===== config.mk =====
export PLATFORM = sky130hd
export DESIGN_NAME = ctt_timer
export DESIGN_NICKNAME = d
export VERILOG_FILES = /design/src/logic/ctt_pkg.sv /design/src/logic/ctt_irq.sv /design/src/logic/ctt_sync.sv /design/src/logic/ctt_timer.sv
export SDC_FILE = /design/constraint.sdc
export NUM_CORES = 1
export LEC_CHECK = 0
export BUFFER_PORTS_ARGS = -buffer_cell sky130_fd_sc_hd__buf_4
export CORE_MARGIN = 2
export CORE_UTILIZATION = 40
export CTS_CLUSTER_SIZE = 40
export DETAILED_ROUTE_END_ITERATION = 8
export SLEW_MARGIN = 20
export SYNTH_ARGS = -nofsm -noshare
export SYNTH_HDL_FRONTEND = slang
export SYNTH_SLANG_ARGS = --single-unit

===== constraint.sdc =====
create_clock -name ref_clk_in -period 3.6 [get_ports ref_clk_in]
set_clock_uncertainty 0.1 [all_clocks]
set_input_delay 0.72 -clock ref_clk_in [delete_from_list [all_inputs] [get_ports ref_clk_in]]
set_output_delay 0.72 -clock ref_clk_in [all_outputs]
set_load 0.1 [all_outputs]

===== src/logic/ctt_pkg.sv =====
package ctt_pkg;
    // register map, plain 16-bit address, 4-bit data
    localparam logic [15:0] CTT_ADDR_LOW = 16'hFF79;
    localparam logic [15:0] CTT_ADDR_HIGH = 16'hFF7A;
    localparam logic [15:0] CTT_ADDR_FLAG = 16'hFF7B;
    localparam logic [15:0] CTT_ADDR_MASK = 16'hFF7C;
    localparam int CTT_DATA_W = 4;
    localparam int CTT_TAPS = 4;
    // counter bit positions of the 32, 8, 2 and 1 Hz taps
    localparam int CTT_TAP_POS [CTT_TAPS] = '{2, 4, 6, 7};
    // reset values and nibble maximum
    localparam logic [3:0] CTT_NIBBLE_RST = 4'h0;
    localparam logic [3:0] CTT_FLAG_RST = 4'h0;
    localparam logic [3:0] CTT_MASK_RST = 4'h0;
    localparam logic [3:0] CTT_RDATA_RST = 4'h0;
    localparam logic [3:0] CTT_NIBBLE_MAX = 4'hF;
    localparam logic [15:0] CTT_HOLD_CNT_RST = 16'h0000;
    // timing
    localparam int unsigned CTT_CLK_PERIOD_NS = 50;
    localparam int unsigned CTT_HOLD_MAX_US = 1500;
    localparam int unsigned CTT_HOLD_MAX_CYC = (CTT_HOLD_MAX_US * 1000) / CTT_CLK_PERIOD_NS;
    typedef enum logic [1:0] {
        CTT_ST_FREE = 2'b01,
        CTT_ST_HOLD = 2'b10
    } ctt_hold_e;
endpackage


===== src/logic/ctt_irq.sv =====
`timescale 1ns/100ps
module ctt_irq
    import ctt_pkg::*;
(
    input wire logic ref_clk_in,
    input wire logic rstn_in,
    input wire logic [3:0] event_in,
    input wire logic [3:0] clear_in,
    input wire logic mask_wr_in,
    input wire logic [3:0] mask_data_in,
    output logic [3:0] flags_out,
    output logic [3:0] mask_out,
    output logic irq_out
);
    logic [3:0] flag_reg;
    logic [3:0] flag_next;
    logic [3:0] mask_reg;
    logic [3:0] mask_next;
    logic irq_reg;
    logic irq_next;

    genvar i;
    generate
        for (i = 0; i < CTT_TAPS; i++) begin : g_flag
            // set beats a simultaneous write-one clear
            always_comb begin
                flag_next[i] = event_in[i] | (flag_reg[i] & ~clear_in[i]);
            end
        end
    endgenerate

    always_comb begin
        mask_next = mask_wr_in ? mask_data_in : mask_reg;
        irq_next = |(flag_next & mask_next);
    end

    always_ff @(posedge ref_clk_in) begin
        if (!rstn_in) begin
            flag_reg <= CTT_FLAG_RST;
            mask_reg <= CTT_MASK_RST;
            irq_reg <= 1'b0;
        end else begin
            flag_reg <= flag_next;
            mask_reg <= mask_next;
            irq_reg <= irq_next;
        end
    end

    assign flags_out = flag_reg;
    assign mask_out = mask_reg;
    assign irq_out = irq_reg;

    a_flag_on_event: assert property (@(posedge ref_clk_in) disable iff (!rstn_in)
        (event_in != 4'h0) |=> ((flag_reg & $past(event_in)) == $past(event_in)))
        else $error("tick flag not set by tap edge");
    a_flag_sticky: assert property (@(posedge ref_clk_in) disable iff (!rstn_in)
        ##1 ((flag_reg & ~$past(flag_reg)) & ~$past(event_in)) == 4'h0)
        else $error("tick flag set without an event");
    a_irq_gated: assert property (@(posedge ref_clk_in) disable iff (!rstn_in)
        irq_out == |(flag_reg & mask_reg))
        else $error("interrupt output disagrees with flags and mask");
endmodule // ctt_irq


===== src/logic/ctt_sync.sv =====
`timescale 1ns/100ps
module ctt_sync
    import ctt_pkg::*;
(
    input wire logic ref_clk_in,
    input wire logic rstn_in,
    input wire logic async_in,
    output logic sync_out
);
    logic meta_reg;
    logic meta_next;
    logic sync_reg;
    logic sync_next;

    always_comb begin
        meta_next = async_in;
        sync_next = meta_reg;
    end

    always_ff @(posedge ref_clk_in) begin
        if (!rstn_in) begin
            meta_reg <= 1'b0;
            sync_reg <= 1'b0;
        end else begin
            meta_reg <= meta_next;
            sync_reg <= sync_next;
        end
    end

    assign sync_out = sync_reg;
endmodule // ctt_sync


===== src/logic/ctt_timer.sv =====
// Functional notes
// count synchronised crystal prescaler ticks in binary
// eight-bit binary up-counter, readable by software
// low nibble at first address, 128-16 Hz
// high nibble at second address, carry-driven
// low read freezes high nibble, bounded time
// high read ends hold, deferred carry applied
// high read first never holds low nibble
// software reads low nibble before high
// interrupt on 32/8/2/1 Hz falling edges
// falling edge sets that tap's flag
// per-tap mask bit gates the request
// flags set regardless of mask state
// flags sticky until written with one
// reset clears counter, flags and masks
`timescale 1ns/100ps
module ctt_timer
    import ctt_pkg::*;
#(
    parameter int unsigned HOLD_CYCLES = CTT_HOLD_MAX_CYC
) (
    input wire logic ref_clk_in,
    input wire logic rstn_in,
    input wire logic crystal_tick_in,
    input wire logic [15:0] addr_in,
    input wire logic [3:0] wdata_in,
    input wire logic wr_in,
    input wire logic rd_in,
    output logic [3:0] rdata_out,
    output logic irq_out
);
    logic tick_sync;
    logic tick_prev_reg;
    logic tick_prev_next;
    logic tick_rise;

    logic [3:0] low_reg;
    logic [3:0] low_next;
    logic [3:0] high_reg;
    logic [3:0] high_next;
    logic pend_reg;
    logic pend_next;
    logic [15:0] hold_cnt_reg;
    logic [15:0] hold_cnt_next;
    ctt_hold_e state_reg;
    ctt_hold_e state_next;
    logic carry;
    logic hold_end;

    logic [7:0] prev_count_reg;
    logic [7:0] prev_count_next;
    logic [3:0] tap_fall;

    logic [3:0] rdata_reg;
    logic [3:0] rdata_next;
    logic rd_low;
    logic rd_high;
    logic rd_flag;
    logic rd_mask;
    logic wr_flag;
    logic wr_mask;
    logic [3:0] flag_clear;
    logic [3:0] flags;
    logic [3:0] mask;

    // prescaler output comes from the crystal domain, so sync it first
    ctt_sync u_tick_sync (
        .ref_clk_in(ref_clk_in),
        .rstn_in(rstn_in),
        .async_in(crystal_tick_in),
        .sync_out(tick_sync)
    );

    always_comb begin
        tick_prev_next = tick_sync;
        tick_rise = tick_sync & ~tick_prev_reg;
    end

    always_ff @(posedge ref_clk_in) begin
        if (!rstn_in) begin
            tick_prev_reg <= 1'b0;
        end else begin
            tick_prev_reg <= tick_prev_next;
        end
    end

    // address decode
    always_comb begin
        rd_low = 1'b0;
        rd_high = 1'b0;
        rd_flag = 1'b0;
        rd_mask = 1'b0;
        wr_flag = 1'b0;
        wr_mask = 1'b0;
        if (addr_in == CTT_ADDR_LOW) begin
            rd_low = rd_in;
        end else if (addr_in == CTT_ADDR_HIGH) begin
            rd_high = rd_in;
        end else if (addr_in == CTT_ADDR_FLAG) begin
            rd_flag = rd_in;
            wr_flag = wr_in;
        end else if (addr_in == CTT_ADDR_MASK) begin
            rd_mask = rd_in;
            wr_mask = wr_in;
        end
    end

    // counter and high-nibble hold
    always_comb begin
        carry = tick_rise & (low_reg == CTT_NIBBLE_MAX);
        low_next = tick_rise ? low_reg + 4'h1 : low_reg;
        high_next = high_reg;
        pend_next = pend_reg;
        hold_cnt_next = hold_cnt_reg;
        state_next = state_reg;
        hold_end = 1'b0;
        case (state_reg)
            CTT_ST_FREE: begin
                if (rd_low) begin
                    // a carry in the read cycle comes after the low value just read
                    state_next = CTT_ST_HOLD;
                    hold_cnt_next = CTT_HOLD_CNT_RST;
                    pend_next = carry;
                end else begin
                    high_next = high_reg + {3'h0, carry};
                end
            end
            CTT_ST_HOLD: begin
                // high-first reads stay in CTT_ST_FREE, never reach this state, and never touch low_next
                hold_end = rd_high | (hold_cnt_reg == 16'(HOLD_CYCLES - 1));
                if (rd_low) begin
                    hold_cnt_next = CTT_HOLD_CNT_RST;
                    pend_next = pend_reg | carry;
                end else if (hold_end) begin
                    high_next = high_reg + {3'h0, pend_reg} + {3'h0, carry};
                    pend_next = 1'b0;
                    state_next = CTT_ST_FREE;
                end else begin
                    hold_cnt_next = hold_cnt_reg + 16'h0001;
                    pend_next = pend_reg | carry;
                end
            end
            default: begin
                state_next = CTT_ST_FREE;
            end
        endcase
    end

    always_ff @(posedge ref_clk_in) begin
        if (!rstn_in) begin
            low_reg <= CTT_NIBBLE_RST;
            high_reg <= CTT_NIBBLE_RST;
            pend_reg <= 1'b0;
            hold_cnt_reg <= CTT_HOLD_CNT_RST;
            state_reg <= CTT_ST_FREE;
        end else begin
            low_reg <= low_next;
            high_reg <= high_next;
            pend_reg <= pend_next;
            hold_cnt_reg <= hold_cnt_next;
            state_reg <= state_next;
        end
    end

    // tap falling edges, seen on the visible count
    always_comb begin
        prev_count_next = {high_reg, low_reg};
    end

    genvar t;
    generate
        for (t = 0; t < CTT_TAPS; t++) begin : g_tap
            assign tap_fall[t] = prev_count_reg[CTT_TAP_POS[t]]
                & ~prev_count_next[CTT_TAP_POS[t]];
        end
    endgenerate

    always_ff @(posedge ref_clk_in) begin
        if (!rstn_in) begin
            prev_count_reg <= {CTT_NIBBLE_RST, CTT_NIBBLE_RST};
        end else begin
            prev_count_reg <= prev_count_next;
        end
    end

    always_comb begin
        flag_clear = wr_flag ? wdata_in : 4'h0;
    end

    ctt_irq u_irq (
        .ref_clk_in(ref_clk_in),
        .rstn_in(rstn_in),
        .event_in(tap_fall),
        .clear_in(flag_clear),
        .mask_wr_in(wr_mask),
        .mask_data_in(wdata_in),
        .flags_out(flags),
        .mask_out(mask),
        .irq_out(irq_out)
    );

    // read data valid only in the cycle after the strobe
    always_comb begin
        rdata_next = CTT_RDATA_RST;
        if (rd_low) begin
            rdata_next = low_reg;
        end else if (rd_high) begin
            rdata_next = high_reg;
        end else if (rd_flag) begin
            rdata_next = flags;
        end else if (rd_mask) begin
            rdata_next = mask;
        end
    end

    always_ff @(posedge ref_clk_in) begin
        if (!rstn_in) begin
            rdata_reg <= CTT_RDATA_RST;
        end else begin
            rdata_reg <= rdata_next;
        end
    end

    assign rdata_out = rdata_reg;

    a_low_counts: assert property (@(posedge ref_clk_in) disable iff (!rstn_in)
        tick_rise |=> (low_reg == $past(low_reg) + 4'h1))
        else $error("low nibble did not advance on tick");
    a_low_still: assert property (@(posedge ref_clk_in) disable iff (!rstn_in)
        !tick_rise |=> (low_reg == $past(low_reg)))
        else $error("low nibble moved without tick");
    a_hold_starts: assert property (@(posedge ref_clk_in) disable iff (!rstn_in)
        rd_low |=> (state_reg == CTT_ST_HOLD))
        else $error("low read did not start hold");
    a_high_frozen: assert property (@(posedge ref_clk_in) disable iff (!rstn_in)
        (state_reg == CTT_ST_HOLD && !hold_end) |=> (high_reg == $past(high_reg)))
        else $error("high nibble moved during hold");
    a_hold_ends_read: assert property (@(posedge ref_clk_in) disable iff (!rstn_in)
        (state_reg == CTT_ST_HOLD && rd_high && !rd_low) |=> (state_reg == CTT_ST_FREE))
        else $error("high read did not end hold");
    a_hold_bounded: assert property (@(posedge ref_clk_in) disable iff (!rstn_in)
        hold_cnt_reg < 16'(HOLD_CYCLES))
        else $error("hold exceeded its maximum");
    a_carry_applied: assert property (@(posedge ref_clk_in) disable iff (!rstn_in)
        (state_reg == CTT_ST_HOLD && hold_end && !rd_low && pend_reg && !carry)
        |=> (high_reg == $past(high_reg) + 4'h1))
        else $error("deferred carry lost at end of hold");
    a_low_read_data: assert property (@(posedge ref_clk_in) disable iff (!rstn_in)
        rd_low |=> (rdata_out == $past(low_reg)))
        else $error("low nibble read data wrong");
    a_tap_fall_flag: assert property (@(posedge ref_clk_in) disable iff (!rstn_in)
        tap_fall[3] |=> flags[3])
        else $error("1 Hz falling edge did not set its flag");

    // read path: data stands one cycle, zero otherwise
    a_rdata_idle: assert property (@(posedge ref_clk_in) disable iff (!rstn_in)
        !rd_in |=> (rdata_out == CTT_RDATA_RST))
        else $error("read data not zero outside a read");
    a_high_read_data: assert property (@(posedge ref_clk_in) disable iff (!rstn_in)
        rd_high |=> (rdata_out == $past(high_reg)))
        else $error("high nibble read data wrong");
    a_flag_read_data: assert property (@(posedge ref_clk_in) disable iff (!rstn_in)
        rd_flag |=> (rdata_out == $past(flags)))
        else $error("flag read data wrong");

    // high nibble outside a hold
    a_free_carry: assert property (@(posedge ref_clk_in) disable iff (!rstn_in)
        (state_reg == CTT_ST_FREE && carry && !rd_low)
        |=> (high_reg == $past(high_reg) + 4'h1))
        else $error("carry out of low nibble not applied");
    a_free_still: assert property (@(posedge ref_clk_in) disable iff (!rstn_in)
        (state_reg == CTT_ST_FREE && !carry) |=> (high_reg == $past(high_reg)))
        else $error("high nibble moved without a carry");
    a_low_read_defers: assert property (@(posedge ref_clk_in) disable iff (!rstn_in)
        (state_reg == CTT_ST_FREE && rd_low && carry)
        |=> (high_reg == $past(high_reg) && pend_reg))
        else $error("carry in the low read cycle not deferred");
    a_high_first_free: assert property (@(posedge ref_clk_in) disable iff (!rstn_in)
        (state_reg == CTT_ST_FREE && rd_high) |=> (state_reg == CTT_ST_FREE))
        else $error("high read started a hold");

    // hold exit
    a_hold_times_out: assert property (@(posedge ref_clk_in) disable iff (!rstn_in)
        (state_reg == CTT_ST_HOLD && !rd_low && hold_cnt_reg == 16'(HOLD_CYCLES - 1))
        |=> (state_reg == CTT_ST_FREE))
        else $error("hold outlived its maximum");
    a_no_stale_pend: assert property (@(posedge ref_clk_in) disable iff (!rstn_in)
        (state_reg == CTT_ST_FREE) |-> !pend_reg)
        else $error("deferred carry left over after hold");

    // flags and mask
    a_mask_write: assert property (@(posedge ref_clk_in) disable iff (!rstn_in)
        wr_mask |=> (mask == $past(wdata_in)))
        else $error("mask write not applied");
    a_flag_clear: assert property (@(posedge ref_clk_in) disable iff (!rstn_in)
        (wr_flag && tap_fall == 4'h0)
        |=> ((flags & $past(wdata_in)) == 4'h0))
        else $error("written flag bits not cleared");
    generate
        for (t = 0; t < CTT_TAPS; t++) begin : g_tap_chk
            a_tap_flag: assert property (@(posedge ref_clk_in) disable iff (!rstn_in)
                tap_fall[t] |=> flags[t])
                else $error("tap falling edge did not set its flag");
        end
    endgenerate
endmodule // ctt_timer


; ---- After elaboration in Yosys (flattened, before gate mapping)
; Cells that the tools add are included.
[word_totals]
register_bits = 51
latch_bits = 0
ram_bits = 0
romBits = 0
input_bits = 25
out_inout_bits = 5
wordCells = 102
memories = 0
[classes]
addsub = 5
multipliers = 0
div_mod_pow = 0
magnitude_cmp = 0
n_eq_ne = 13
n_shift = 0
mux = 39
bitwise_logic = 26
n_reduce_logical = 6
[ops]
columns = cell, n
row1 = "equality test 16 bit, second input constant", 4
row2 = 2-to-1 mux 16 bit, 3
row3 = 2-to-1 mux 4 bit, 9
row4 = one-hot mux 16 bit (2 select lines), 1
row5 = 2-to-1 mux 1 bit, 20
row6 = "adder 16 x 1 -> 16 bit, second input constant", 1
row7 = "equality test 16 x 15 -> 1 bit, second input constant", 1
row8 = adder 4 x 1 -> 4 bit, 3
row9 = bitwise AND 1 bit, 10
row10 = inverter 1 bit, 9
row11 = "inequality test 2 bit, second input constant", 4
row12 = one-hot mux 4 bit (2 select lines), 1
row13 = 2-to-1 mux 2 bit, 3
row14 = bitwise OR 1 bit, 6
row15 = AND reduction 3 bit, 2
row16 = "adder 4 x 1 -> 4 bit, second input constant", 1
row17 = bitwise AND 4 bit, 1
row18 = "equality test 4 bit, second input constant", 1
row19 = one-hot mux 2 bit (2 select lines), 1
row20 = AND reduction 4 bit, 1
row21 = OR reduction 4 bit, 1
row22 = "inequality test 3 bit, second input constant", 1
row23 = "equality test 2 x 1 -> 1 bit, second input constant", 1
row24 = "equality test 2 bit, second input constant", 1
row25 = 3 further kinds, 3

; ---- Longest topological paths before layout
[depth]
ltp_word = 10
ltp_mapped = 8
mapped_depth_nobuf = 8

; ---- Hierarchy
; From an unflattened synthesis, not the netlist that was laid out.
[unflattened]
hier_cells = 264
hier_area_um2 = 2439.8
[modules_own_cells]
columns = mod, n_inst, cells_per_inst, area_per_inst_um2, seq_area_each_um2
row1 = ctt_timer, 1, 228, 2015.7, 720.7
row2 = ctt_irq, 1, 32, 371.6, 180.2
row3 = ctt_sync, 1, 4, 52.6, 40.0

; ---- Least setup slack after synthesis
; Ideal clock, no wire load.
[synth_timing]
path_kind = in2reg
startpoint = in addr_in[7]
endpoint = reg hold_cnt_reg[10]
setup_time_ps = 70
arrival_time_ps = 2579
t_required_ps = 3430
setup_slack_ps = 850
cell_stages = 7
n_path_buf = 1
cell_sequence = nand4b_4 > nor4_4 > nand3_2 > a221o_1 > buf_2 > or4_1 > a21oi_1
[synth_between]
elab_chain_len = 6
[synth_lines]
columns = item, line_no
row1 = start: declaration, ctt_timer.sv:25  ; input wire logic [15:0] addr_in,
row2 = equality test 16 bit, ctt_timer.sv:97  ; end else if (addr_in == CTT_ADDR_HIGH) begin
row3 = 2-to-1 mux 1 bit, ctt_timer.sv:97
row4 = 2-to-1 mux 1 bit, ctt_timer.sv:95  ; if (addr_in == CTT_ADDR_LOW) begin
row5 = bitwise OR 1 bit, ctt_timer.sv:130  ; hold_end = rd_high | (hold_cnt_reg == 16'(HOLD_CYCLES - 1));
row6 = inequality test 3 bit (no source line), n/a
row7 = AND reduction 3 bit (no source line), n/a
row8 = end signal: assignment, ctt_timer.sv:160  ; hold_cnt_reg <= hold_cnt_next;
row9 = end: declaration, ctt_timer.sv:43  ; logic [15:0] hold_cnt_reg;
; Parallel ways exist; a longest one is shown, timed or not.
; A chain may end at the register's enable or synchronous reset.

; ---- Final worst setup path
[layout_timing]
startpoint = reg hold_cnt_reg[5]
endpoint = reg hold_cnt_reg[7]
[layout_between]
elab_chain_len = 4
[layout_lines]
columns = item, line_no
row1 = adder 16 x 1 -> 16 bit / equality test 16 x 15 -> 1 bit (equally long branches), "ctt_timer.sv:139, ctt_timer.sv:130"
row2 = 2-to-1 mux 16 bit / bitwise OR 1 bit (equally long branches), "ctt_timer.sv:134, ctt_timer.sv:130"
row3 = 2-to-1 mux 16 bit / inequality test 3 bit (equally long branches), n/a
row4 = one-hot mux 16 bit (2 select lines) / AND reduction 3 bit (equally long branches), n/a
; Parallel ways exist; a longest one is shown, timed or not. The select of a mux whose other input is x is not followed.

==> metrics <==
Post CTS Setup Buffer Count=0; Post-synth EDFFs=0; Die Width=82.9 um; critical path endpoint category=flop; CTS Sinks=47; Skew-Pair Late Insertion Delay=300 ps; GP Congestion=0.790; critical path class=reg2reg; final setup TNS=0 ps; IO Count=30; CTS Buffer Depth=2; Max FO, Critical Path=31; global-route wire length before repair=9200 um; htree depth=2; Worst Reg-to-Reg Cells=6; clock root buffer=clkbuf_8; Max Used Layer=met4; register area share after synthesis=0.378; Total GRT Usage=0.161; sequential share of power=0.536; effective utilization at floorplan=0.418; TritonCTS buffer count=5; Achievable Freq=341 MHz; Non-Filler Instances=377; ys flop type=dfxtp_1; CTS resizes=0; final max-slew violation count=0; crit path time final=2930 ps; fin nets=334; post-DR wirelength/cell=14.4 um; pwr dens=336 nW/um^2; core area=5960 um^2; max reg flops=16; Die Y=82.9 um; Pint=0.758 mW; final period utilization=0.815; relative slew slack=0.446; Warnings, synthesis=0; Worst Tran Pin Value=830 ps; required time worst endpoint=3740 ps; status=finished, final reports clean; # setup viols final=0; worst hold path depth=1; largest net degree at the start of global routing=34; WP data arrival=3070 ps; CTS tree=yes; Die Area=6880 um^2; hold_buf cts=0; area of the mapped netlist=2490 um^2; met2 WL=2320 um; Comb power frac=0.052; IO Port Bufs=29; static leakage=1.13 nW; R2R setup slack=670 ps; Clock transition at path regs=100 ps; HP Class=reg2reg; row count=28; post-route ant nets=0; Hold Fails Final Rpt=0; unrepaired setup endpoints after global routing=no; Clock power frac=0.413; Vias=2117; cells after synthesis=273; Max IR drop VDD=0.000172 V; GRT overflow=0; initial antenna violation count=0; DRC viols=0; Async SR Flop Fraction=0; Diodes inserted=0; post-synth cell types=56; filler cell count=613; vias in the first global route=1938; most frequent cells in the layout=47 x dfxtp_1, 33 x buf_4, 19 x nor2b_1, 16 x a21oi_1, 15 x nand2_1; Synth Net Count=306; DR pass1 iterations=4; share of cells above drive strength 1=0.179; Post-Route M1 WL=2890 um; Routed WL=5450 um; syn avg cell area=9.13 um^2; Sw Ratio=0.223; Via density=5.62; metal3 WL=185 um; CP startpoint kind=flop; most common cell after layout, fill and taps aside=dfxtp_1; Yosys reg bits=47; Inst Count DP=369; 1st-iter DRT viols=133; maxcap violations=0; sw power=0.218 mW; dpl hpwl=3960 um; Layout area overhead=16.4%
per-layer routing:
layer / GRT usage / vias up
met5: 0 / -
met3: 0.0388 / 5
met4: 0.0402 / 0
li1: - / 1083
met1: 0.230 / 991
met2: 0.243 / 38
path summary, 6_finish.rpt:
check / start / endpoint
max: hold_cnt_reg[5]$_SDFFE_PN0P_ / hold_cnt_reg[7]$_SDFFE_PN0P_
min: u_tick_sync.meta_reg$_SDFF_PN0_ / u_tick_sync.sync_out$_SDFF_PN0_
min reg2reg: u_tick_sync.meta_reg$_SDFF_PN0_ / u_tick_sync.sync_out$_SDFF_PN0_
max reg2reg: hold_cnt_reg[5]$_SDFFE_PN0P_ / hold_cnt_reg[7]$_SDFFE_PN0P_
synthesized netlist by cell type (all sizes together) (5+ instances only):
cell    instances  area share
ha              7       0.035
nor2b          19       0.048
or3            12       0.030
clkbuf         10       0.015
dfxtp          47        0.38
or4             7       0.021
and3            5       0.013
nor2            7       0.011
a21oi          16       0.032
nand4           9       0.023
inv            11       0.017
nand3          10       0.022
nand2          15       0.023
and2           13       0.033
o21ai          12       0.024
mux2i           8       0.032
worst max-delay path, stage by stage, from the launching register on:
cell	delay, ps
dfxtp_1	440
or4b_2	600
nor4_1	420
a32o_1	260
a221o_1	670
o21ai_0	210
a21oi_1	160
layout make-up:
cell class              count  area [um^2]  share of cell area
clock inverters             3         46.3              0.0160
well taps                  75         93.8              0.0323
flip-flops and latches     47          941               0.324
clock buffers               5         68.8              0.0237
multi-input cells         203         1460               0.504
inverters                  11         41.3              0.0142
repair buffers             33          248              0.0854
kinds of logic (layout without fill, tap and decap cells):
kind of cell,Yosys count,in the layout,synth area share
compound gates,65,65,0.190
xor+xnor,3,3,0.0105
fa+ha+maj,8,8,0.0432
buf+inv,23,52,0.0356
flops,47,47,0.378
mux,12,12,0.0502
simple gates,115,115,0.293
through the flow:
step	utilization	cell area (um^2)	setup slack, ps	hold slack, ps	power [mW]
final	0.487	2900	666	342	0.976
after global routing	0.487	2900	446	375	1.01
after CTS	0.487	2900	697	345	0.983
after detailed placement	0.468	2790	386	321	0.586
after global placement	0.468	2790	485	320	0.585
after floorplan	-	2490	850	312	0.556
power groups by stage:
stage / logic, mW / registers (mW) / clock network [mW]
2_1_floorplan: 0.0211 / 0.535 / 0
3_3_place_gp: 0.0498 / 0.535 / 0
3_5_place_dp: 0.0506 / 0.535 / 0
4_1_cts: 0.0508 / 0.523 / 0.409
5_1_grt: 0.0556 / 0.524 / 0.435
6_report: 0.0504 / 0.523 / 0.403
Power figures use the tool's default switching activity.
